`config.mk`:
```
export PLATFORM = sky130hd
export DESIGN_NAME = instr_word_decode_timing
export DESIGN_NICKNAME = d
export VERILOG_FILES = /design/src/phase_counter.v /design/src/field_extract.v /design/src/instr_word_decode_timing.v
export VERILOG_INCLUDE_DIRS = /design/src
export SDC_FILE = /design/constraint.sdc
export NUM_CORES = 1
export LEC_CHECK = 0
export BUFFER_PORTS_ARGS = -buffer_cell sky130_fd_sc_hd__buf_2
export CORE_AREA = 2 2 105 107
export CTS_CLUSTER_DIAMETER = 150
export DETAILED_ROUTE_END_ITERATION = 16
export DIE_AREA = 0 0 107 109
export PLACE_DENSITY = 0.78
export REMOVE_ABC_BUFFERS = 1
export SLEW_MARGIN = 20
export SYNTH_ARGS = -nofsm -noshare
export SYNTH_HDL_FRONTEND = slang
export SYNTH_SLANG_ARGS = --single-unit
```
`constraint.sdc`:
```
create_clock -name sys_clk_i -period 5.4 [get_ports sys_clk_i]
set_input_delay 1.08 -clock sys_clk_i [delete_from_list [all_inputs] [get_ports sys_clk_i]]
set_output_delay 1.08 -clock sys_clk_i [all_outputs]
set_load 0.03 [all_outputs]
```
`src/instr_decode_defines.vh`:
```
// Constants for the instruction word decoder and cycle sequencer
`ifndef INSTR_DECODE_DEFINES_VH
`define INSTR_DECODE_DEFINES_VH

// ----------------------------------------------------------------
// Word layout
// ----------------------------------------------------------------
`define IW_WIDTH        14
`define IW_CLASS_HI     13
`define IW_CLASS_LO     12
`define IW_DEST_BIT     7
`define IW_FILE_HI      6
`define IW_FILE_LO      0
`define IW_BPOS_HI      9
`define IW_BPOS_LO      7
`define IW_LIT8_HI      7
`define IW_LIT11_HI     10

// ----------------------------------------------------------------
// Instruction classes (top two bits)
// ----------------------------------------------------------------
`define CLS_BYTE        2'h0
`define CLS_BIT         2'h1
`define CLS_JUMP        2'h2
`define CLS_LIT         2'h3

// ----------------------------------------------------------------
// Byte-class operation codes (bits 11:8)
// ----------------------------------------------------------------
`define OP_MOVWF        4'h0
`define OP_CLR          4'h1
`define OP_SUBWF        4'h2
`define OP_DECF         4'h3
`define OP_IORWF        4'h4
`define OP_ANDWF        4'h5
`define OP_XORWF        4'h6
`define OP_ADDWF        4'h7
`define OP_MOVF         4'h8
`define OP_COMF         4'h9
`define OP_INCF         4'hA
`define OP_DECFSZ       4'hB
`define OP_RRF          4'hC
`define OP_RLF          4'hD
`define OP_SWAPF        4'hE
`define OP_INCFSZ       4'hF

// ----------------------------------------------------------------
// Bit-class operation codes (bits 11:10)
// ----------------------------------------------------------------
`define BOP_CLEAR       2'h0
`define BOP_SET         2'h1
`define BOP_SKIP_CLR    2'h2
`define BOP_SKIP_SET    2'h3

// ----------------------------------------------------------------
// Control words and timing
// ----------------------------------------------------------------
`define W_RETURN        14'h0008
`define W_RETFIE        14'h0009
`define W_NOP           14'h0000
`define LIT_RETLW       2'h1
`define PHASES_PER_CYC  4
`define PHASE_W         2
`define PHASE_READ      2'h1
`define PHASE_WRITE     2'h3
`define TIMER_ZERO_ADDR 7'h01

`endif

```
`src/phase_counter.v`:
```
// Oscillator phase counter producing four phases per instruction cycle
`timescale 1ns/1ps
`include "instr_decode_defines.vh"

module phase_counter (
  // Clock and reset
  input  wire                 clk_i,
  input  wire                 rst_n_i,
  // Phase outputs
  output reg  [`PHASE_W-1:0]  phase_o,
  output wire                 cycle_end_o
);

  assign cycle_end_o = (phase_o == `PHASE_WRITE);

  always @(posedge clk_i or negedge rst_n_i) begin
    if (!rst_n_i) begin
      phase_o <= {`PHASE_W{1'b0}};
    end else begin
      phase_o <= phase_o + 2'h1;
    end
  end

endmodule // phase_counter

```
`src/field_extract.v`:
```
// Operand field extraction from one instruction word
`timescale 1ns/1ps
`include "instr_decode_defines.vh"

module field_extract (
  // Instruction word
  input  wire [`IW_WIDTH-1:0] word_i,
  // Fields
  output wire [1:0]           iclass_o,
  output wire [3:0]           byte_op_o,
  output wire [1:0]           bit_op_o,
  output wire [6:0]           file_sel_o,
  output wire                 dest_reg_o,
  output wire [2:0]           bit_pos_o,
  output wire [7:0]           lit8_o,
  output wire [10:0]          lit11_o
);

  assign iclass_o   = word_i[`IW_CLASS_HI:`IW_CLASS_LO];
  assign byte_op_o  = word_i[11:8];
  assign bit_op_o   = word_i[11:10];
  assign file_sel_o = word_i[`IW_FILE_HI:`IW_FILE_LO];
  assign dest_reg_o = word_i[`IW_DEST_BIT];
  assign bit_pos_o  = word_i[`IW_BPOS_HI:`IW_BPOS_LO];
  assign lit8_o     = word_i[`IW_LIT8_HI:0];
  assign lit11_o    = word_i[`IW_LIT11_HI:0];

endmodule // field_extract

```
`src/instr_word_decode_timing.v`:
```
// Instruction decoder with read-modify-write sequencing and cycle timing
`timescale 1ns/1ps
`include "instr_decode_defines.vh"

module instr_word_decode_timing #(
  parameter FILE_AW = 7
) (
  // Clock and reset
  input  wire                 sys_clk_i,
  input  wire                 arst_n_i,
  // Fetch side
  input  wire [`IW_WIDTH-1:0] fetch_word_i,
  output wire                 fetch_take_o,
  // Register file side
  input  wire [7:0]           file_rdata_i,
  input  wire                 file_is_port_i,
  input  wire [7:0]           port_pins_i,
  input  wire                 prescaler_on_timer_i,
  input  wire [7:0]           acc_i,
  input  wire                 carry_i,
  output reg  [FILE_AW-1:0]   file_addr_o,
  output reg                  file_rd_o,
  output reg                  file_wr_o,
  output reg  [7:0]           file_wdata_o,
  output reg                  acc_wr_o,
  output reg  [7:0]           acc_wdata_o,
  output reg                  prescaler_clr_o,
  // Program flow
  output reg                  pc_load_o,
  output reg  [10:0]          pc_target_o,
  output reg                  pc_return_o,
  output reg                  lit_valid_o,
  output reg  [10:0]          lit_o,
  output reg                  flush_cycle_o,
  output reg                  retire_o
);

  // ----------------------------------------------------------------
  // Reset release
  // ----------------------------------------------------------------
  reg rst_meta;
  reg rst_sync;

  always @(posedge sys_clk_i or negedge arst_n_i) begin
    if (!arst_n_i) begin
      rst_meta <= 1'b0;
      rst_sync <= 1'b0;
    end else begin
      rst_meta <= 1'b1;
      rst_sync <= rst_meta;
    end
  end

  // ----------------------------------------------------------------
  // Phase counter
  // ----------------------------------------------------------------
  wire [`PHASE_W-1:0] phase;
  wire                cycle_end;

  phase_counter u_phase (
    .clk_i       (sys_clk_i),
    .rst_n_i     (rst_sync),
    .phase_o     (phase),
    .cycle_end_o (cycle_end)
  );

  // ----------------------------------------------------------------
  // Instruction latch
  // ----------------------------------------------------------------
  reg [`IW_WIDTH-1:0] cur_word;
  reg                 flushing;
  reg                 next_flushing;

  // Fetch is taken once per cycle, at its last phase
  assign fetch_take_o = cycle_end;

  always @(posedge sys_clk_i or negedge rst_sync) begin
    if (!rst_sync) begin
      cur_word <= `W_NOP;
      flushing <= 1'b1;
    end else if (cycle_end) begin
      // On a flush the fetched word is discarded, a no-op runs instead
      cur_word <= next_flushing ? `W_NOP : fetch_word_i;
      flushing <= next_flushing;
    end
  end

  wire [1:0]  iclass;
  wire [3:0]  byte_op;
  wire [1:0]  bit_op;
  wire [6:0]  file_sel;
  wire        dest_reg;
  wire [2:0]  bit_pos;
  wire [7:0]  lit8;
  wire [10:0] lit11;

  field_extract u_fields (
    .word_i     (cur_word),
    .iclass_o   (iclass),
    .byte_op_o  (byte_op),
    .bit_op_o   (bit_op),
    .file_sel_o (file_sel),
    .dest_reg_o (dest_reg),
    .bit_pos_o  (bit_pos),
    .lit8_o     (lit8),
    .lit11_o    (lit11)
  );

  // ----------------------------------------------------------------
  // Operand classification
  // ----------------------------------------------------------------
  // Control words use only exact low patterns; other byte-0 words
  // with d=0 (x bits) are no-ops, so don't-care bits stay inert
  wire is_ctrl    = (iclass == `CLS_BYTE) && (byte_op == `OP_MOVWF) &&
                    !dest_reg;
  wire is_return  = (cur_word == `W_RETURN) || (cur_word == `W_RETFIE);
  wire is_retlw   = (iclass == `CLS_LIT) && (cur_word[11:10] == `LIT_RETLW);
  wire is_jump    = (iclass == `CLS_JUMP);
  wire clr_acc    = (iclass == `CLS_BYTE) && (byte_op == `OP_CLR) &&
                    !dest_reg;
  // Every instruction naming a register, pure writes included
  wire uses_file  = ((iclass == `CLS_BYTE) && !is_ctrl && !clr_acc) ||
                    (iclass == `CLS_BIT);

  // ----------------------------------------------------------------
  // Operand capture
  // ----------------------------------------------------------------
  reg [7:0] operand;

  always @(posedge sys_clk_i or negedge rst_sync) begin
    if (!rst_sync) begin
      operand <= 8'h00;
    end else if (phase == `PHASE_READ && uses_file && !flushing) begin
      // Ports modified from themselves use pin levels, not latches
      operand <= file_is_port_i ? port_pins_i : file_rdata_i;
    end
  end

  // ----------------------------------------------------------------
  // Modify
  // ----------------------------------------------------------------
  reg [7:0] result;
  reg       to_file;
  reg       skip;
  reg [7:0] bit_mask;

  always @* begin
    result   = operand;
    to_file  = dest_reg;
    skip     = 1'b0;
    bit_mask = 8'h01 << bit_pos;
    case (iclass)
      `CLS_BYTE: begin
        case (byte_op)
          `OP_MOVWF:  begin result = acc_i; to_file = 1'b1; end
          `OP_CLR:    result = 8'h00;
          `OP_SUBWF:  result = operand - acc_i;
          `OP_DECF:   result = operand - 8'h01;
          `OP_IORWF:  result = operand | acc_i;
          `OP_ANDWF:  result = operand & acc_i;
          `OP_XORWF:  result = operand ^ acc_i;
          `OP_ADDWF:  result = operand + acc_i;
          `OP_MOVF:   result = operand;
          `OP_COMF:   result = ~operand;
          `OP_INCF:   result = operand + 8'h01;
          `OP_DECFSZ: begin
            result = operand - 8'h01;
            skip   = (result == 8'h00);
          end
          `OP_RRF:    result = {carry_i, operand[7:1]};
          `OP_RLF:    result = {operand[6:0], carry_i};
          `OP_SWAPF:  result = {operand[3:0], operand[7:4]};
          `OP_INCFSZ: begin
            result = operand + 8'h01;
            skip   = (result == 8'h00);
          end
          default:    result = operand;
        endcase
      end
      `CLS_BIT: begin
        to_file = 1'b1;
        case (bit_op)
          `BOP_CLEAR:    result = operand & ~bit_mask;
          `BOP_SET:      result = operand | bit_mask;
          `BOP_SKIP_CLR: begin
            to_file = 1'b0;
            skip    = ((operand & bit_mask) == 8'h00);
          end
          `BOP_SKIP_SET: begin
            to_file = 1'b0;
            skip    = ((operand & bit_mask) != 8'h00);
          end
          default:       to_file = 1'b0;
        endcase
      end
      default: begin
        to_file = 1'b0;
      end
    endcase
  end

  // Skip tests never store, except increment/decrement forms
  wire test_only = (iclass == `CLS_BIT) && bit_op[1];
  wire writes_file = uses_file && to_file && !flushing;
  wire writes_acc  = !flushing &&
                     ((uses_file && !to_file && !test_only) || clr_acc ||
                      ((iclass == `CLS_LIT) && !is_retlw) || is_retlw);

  // Next cycle is a flush when flow changes or a test succeeds
  always @* begin
    next_flushing = !flushing &&
                    (is_jump || is_return || is_retlw ||
                     (uses_file && skip));
  end

  // ----------------------------------------------------------------
  // Store and strobes
  // ----------------------------------------------------------------
  always @(posedge sys_clk_i or negedge rst_sync) begin
    if (!rst_sync) begin
      file_addr_o     <= {FILE_AW{1'b0}};
      file_rd_o       <= 1'b0;
      file_wr_o       <= 1'b0;
      file_wdata_o    <= 8'h00;
      acc_wr_o        <= 1'b0;
      acc_wdata_o     <= 8'h00;
      prescaler_clr_o <= 1'b0;
      pc_load_o       <= 1'b0;
      pc_target_o     <= 11'h000;
      pc_return_o     <= 1'b0;
      lit_valid_o     <= 1'b0;
      lit_o           <= 11'h000;
      flush_cycle_o   <= 1'b0;
      retire_o        <= 1'b0;
    end else begin
      file_addr_o     <= file_sel[FILE_AW-1:0];
      file_rd_o       <= (phase == `PHASE_READ - 2'h1) && uses_file &&
                         !flushing;
      file_wr_o       <= 1'b0;
      acc_wr_o        <= 1'b0;
      prescaler_clr_o <= 1'b0;
      pc_load_o       <= 1'b0;
      pc_return_o     <= 1'b0;
      lit_valid_o     <= 1'b0;
      retire_o        <= 1'b0;
      if (cycle_end) begin
        retire_o      <= 1'b1;
        flush_cycle_o <= next_flushing;
        if (writes_file) begin
          file_wr_o    <= 1'b1;
          file_wdata_o <= result;
          // Timer zero count written: clear prescaler if it owns it
          prescaler_clr_o <= (file_sel == `TIMER_ZERO_ADDR) &&
                             prescaler_on_timer_i;
        end
        if (writes_acc) begin
          acc_wr_o    <= 1'b1;
          acc_wdata_o <= (iclass == `CLS_LIT) ? lit8 :
                         (clr_acc ? 8'h00 : result);
        end
        if (!flushing && is_jump) begin
          pc_load_o   <= 1'b1;
          pc_target_o <= lit11;
        end
        if (!flushing && (is_return || is_retlw)) begin
          pc_return_o <= 1'b1;
        end
        if (!flushing && (is_jump || iclass == `CLS_LIT)) begin
          lit_valid_o <= 1'b1;
          lit_o       <= is_jump ? lit11 : {3'h0, lit8};
        end
      end
    end
  end

endmodule // instr_word_decode_timing

```
==> metrics.md <==
| Metric | Value |
|---|---|
| Antenna-violating nets left | 0 |
| Avg Synthesized Cell Area | between 9 and 10 µm² |
| Final TNS setup | 0 ns |
| Count of different cell masters after synthesis | 75 |
| CTS tree | yes |
| DRC | 0 |
| Max Fclk | 276 MHz |
| Die Area | 11,700 µm² |
| Worst path bufs/invs | 2 |
| RSZ-0062 raised after global routing | false |
| Layout cells sized above 1 | 0.237 |
| Post-DP Area | 6100 µm² |
| Initial Util | 0.534 |
| Inserted Clock Buffers | 9 |
| Worst Path Max Fanout | 4 |
| DIE HEIGHT | 109 µm |
| Cts repair resizes | 0 |
| Clk slew on worst S/H paths | 0.09 ns |
| Final setup fails | 0 |
| Sequential-to-total area share from yosys stat | 0.358 |
| Clock Root Buffer | clkbuf_8 |
| Fin nets | 749 |
| Crit. End Element | flip-flop |
| Leakage | roughly 2.8 nW |
| DRT Pass-1 Iters | 5 |
| Peak supply drop | 0.000251 V |
| Via density | 6.20 |
| Pre-CTS setup slack | 1.48 ns |
| CP Data Required Time | 5.62 ns |
| Leading register cell type out of synthesis | dfrtp_1 |
| GR Overflow Total | 0 |
| Ports | between 90 and 100 |
| Number of global-route vias before repair | 4,898 |
| Status | complete, no violations |
| Gpl congestion | 0.984 |
| Final instance area | 6330 µm² |
| Initial drt markers | slightly below 500 |
| Largest net degree at the start of global routing | 80 |
| Post-CTS setup buffers | 0 |
| Critical path arrival | approximately 3.8 ns |
| Number of port buffers | 97 |
| Site Rows | 38 |
| Power Dens Cells | 542 nW/µm² |
| Delay-heaviest family, CP | compound AO/OA/AOI/OAI gates |
| Fin cells | 820 |
| Worst path slowest cell | fa_1 |
| Worst hold path type | flip-flop to flip-flop |
| Slew @ Worst Pin | 0.965 ns |
| Syn-to-layout area delta | 11.9% |
| Max Slew Vio Count | 0 |
| GRT Util Overall | 0.290 |
| Via count | 5,080 |
| Post-DP HPWL | 12,000 µm |
| Final core occ | 0.597 |
| CP Cell Sequence | buf_2, inv_1, ha_1, mux2_2, fa_1, a211oi_1, nor4b_1, a2111oi_0, o22ai_1, o31ai_1, a31oi_1 |
| First-pass GRT wire length | 26,300 µm |
| CP peak stage delay | 0.44 ns |
| Core Region | 10,600 µm² |
| CTS Hold Bufs | 0 |
| Mapped Cells | 610 |
| FF+latch count, synth | 81 |
| Initial antenna violation count | 0 |
| Final WS setup | 1.78 ns |
| Normalized max-slew margin | 0.357 |
| Wire per inst | 20.2 µm |
| Post-synth EDFFs | 0 |
| Ys async rst share | 1.00 |
| Number of diodes | 0 |
| CTS H-tree depth | 3 |
| Placed cell count | 804 |
| Final hold violations | 0 |
| Setup CP Type | input port to flip-flop |
| Die width | 107 µm |
| Nature of the critical path startpoint | input port |
| Min cycle time layout | 3.62 ns |
| Fill cells | about 940 |
| MaxCap Viol Count | 0 |
| WL final | 16,600 µm |
| Clock buffer depth | 2 |
| Final period util | 0.671 |
| Syn. warnings | 0 |
| Setup Skew | 0.0168 ns |
| Worst skew pair latency | 0.37 ns |
| Mapped cell area | 5660 µm² |
| Clock Sinks | slightly above 80 |
[kinds of logic after synthesis]
family          after synthesis  synth area share
compound gates              158             0.187
xor+xnor                     24            0.0371
fa+ha+maj                    31            0.0698
buf+inv                      75            0.0641
flops                        81             0.358
mux                          61             0.114
other cells                   1          0.000662
simple gates                179             0.169
[cells in the mapped netlist (all sizes together) (6+ instances only)]
library cell	instances	area share
nand2	39	0.026
clkbuf	15	0.010
buf	34	0.036
inv	25	0.017
o21ai	48	0.042
xnor2	22	0.034
nand2b	10	0.011
o21a	7	0.0095
nor2b	11	0.012
nor3	30	0.027
mux2i	34	0.060
ha	30	0.066
o22ai	12	0.013
mux2	27	0.054
dfrtp	80	0.35
a31oi	13	0.014
nor2	24	0.016
a21oi	23	0.021
nand3	22	0.019
nand3b	6	0.0080
[final timing paths]
kind,to,from,slack (ns),cells after the start
min,rst_sync$_DFF_PN0_,rst_meta$_DFF_PN0_,0.35,0
max,acc_wdata_o[6]$_DFFE_PN0P_,acc_i[1],1.78,11
max reg2reg,acc_wdata_o[6]$_DFFE_PN0P_,cur_word[10]$_DFFE_PN0P_,1.92,9
max in group asynchronous,acc_wdata_o[2]$_DFFE_PN0P_,rst_sync$_DFF_PN0_,4.29,0
min reg2reg,rst_sync$_DFF_PN0_,rst_meta$_DFF_PN0_,0.35,0
min in group asynchronous,rst_sync$_DFF_PN0_,arst_n_i,0.48,1
[cells in the final DEF, fill, tap and decap left out, types with 4 or more instances in the layout]
cell / count
nor2b_1: 11
a31oi_1: 13
nand3_1: 22
and2_1: 4
mux2i_1: 34
o31ai_1: 4
xnor2_1: 22
o22a_1: 4
buf_2: 97
nor3_1: 30
buf_4: 6
o21a_1: 6
a22o_1: 5
a211oi_1: 5
o22ai_1: 12
or3_1: 5
o21ai_0: 45
nand3b_1: 6
nand2b_1: 10
dfrtp_1: 79
ha_1: 30
nand2_1: 39
clkbuf_8: 9
o221ai_1: 4
inv_1: 25
mux2_2: 27
nor2_1: 24
a21oi_1: 22
[sequential cells by signal, indices dropped and copies added, names as in the netlist, 2 cells and up]
register	cells
acc_wdata_o	8
cur_word	14
file_addr_o	7
file_wdata_o	8
lit_o	11
operand	8
pc_target_o	11
u_phase.phase_o	2
[final cells by class]
cell class | count | area, µm² | share of cell area
Clock inverter | 7 | 105 | 0.0166
Tap cell | 140 | 175 | 0.0277
Inverter | 26 | 97.6 | 0.0154
Sequential cell | 81 | 2030 | 0.321
Clock buffer | 9 | 124 | 0.0196
Multi-Input combinational cell | 454 | 3270 | 0.516
Timing Repair Buffer | 103 | 531 | 0.0838
[metal layers]
metal,track usage,routed length (µm),up-vias
li1,-,-,2363
met1,0.397,7150,2470
met2,0.490,8050,219
met3,0.0353,1090,28
met4,0.0751,270,0
met5,0,0,-
[report_power, final]
part	total, mW	internal [mW]	switching, mW
sequential	1.14	0.812	0.329
clock	0.518	0.268	0.249
combinational	1.78	0.676	1.10
total	3.44	1.76	1.68
[per-stage QoR]
stage | hold slack [ns] | power [mW]
finish | 0.348 | 3.44
floorplan | 0.331 | 2.31
global route | 0.373 | 3.65
global placement | 0.339 | 2.86
CTS | 0.353 | 3.42
detailed placement | 0.336 | 2.90
Note: power is estimated with default switching activity, not from simulation.
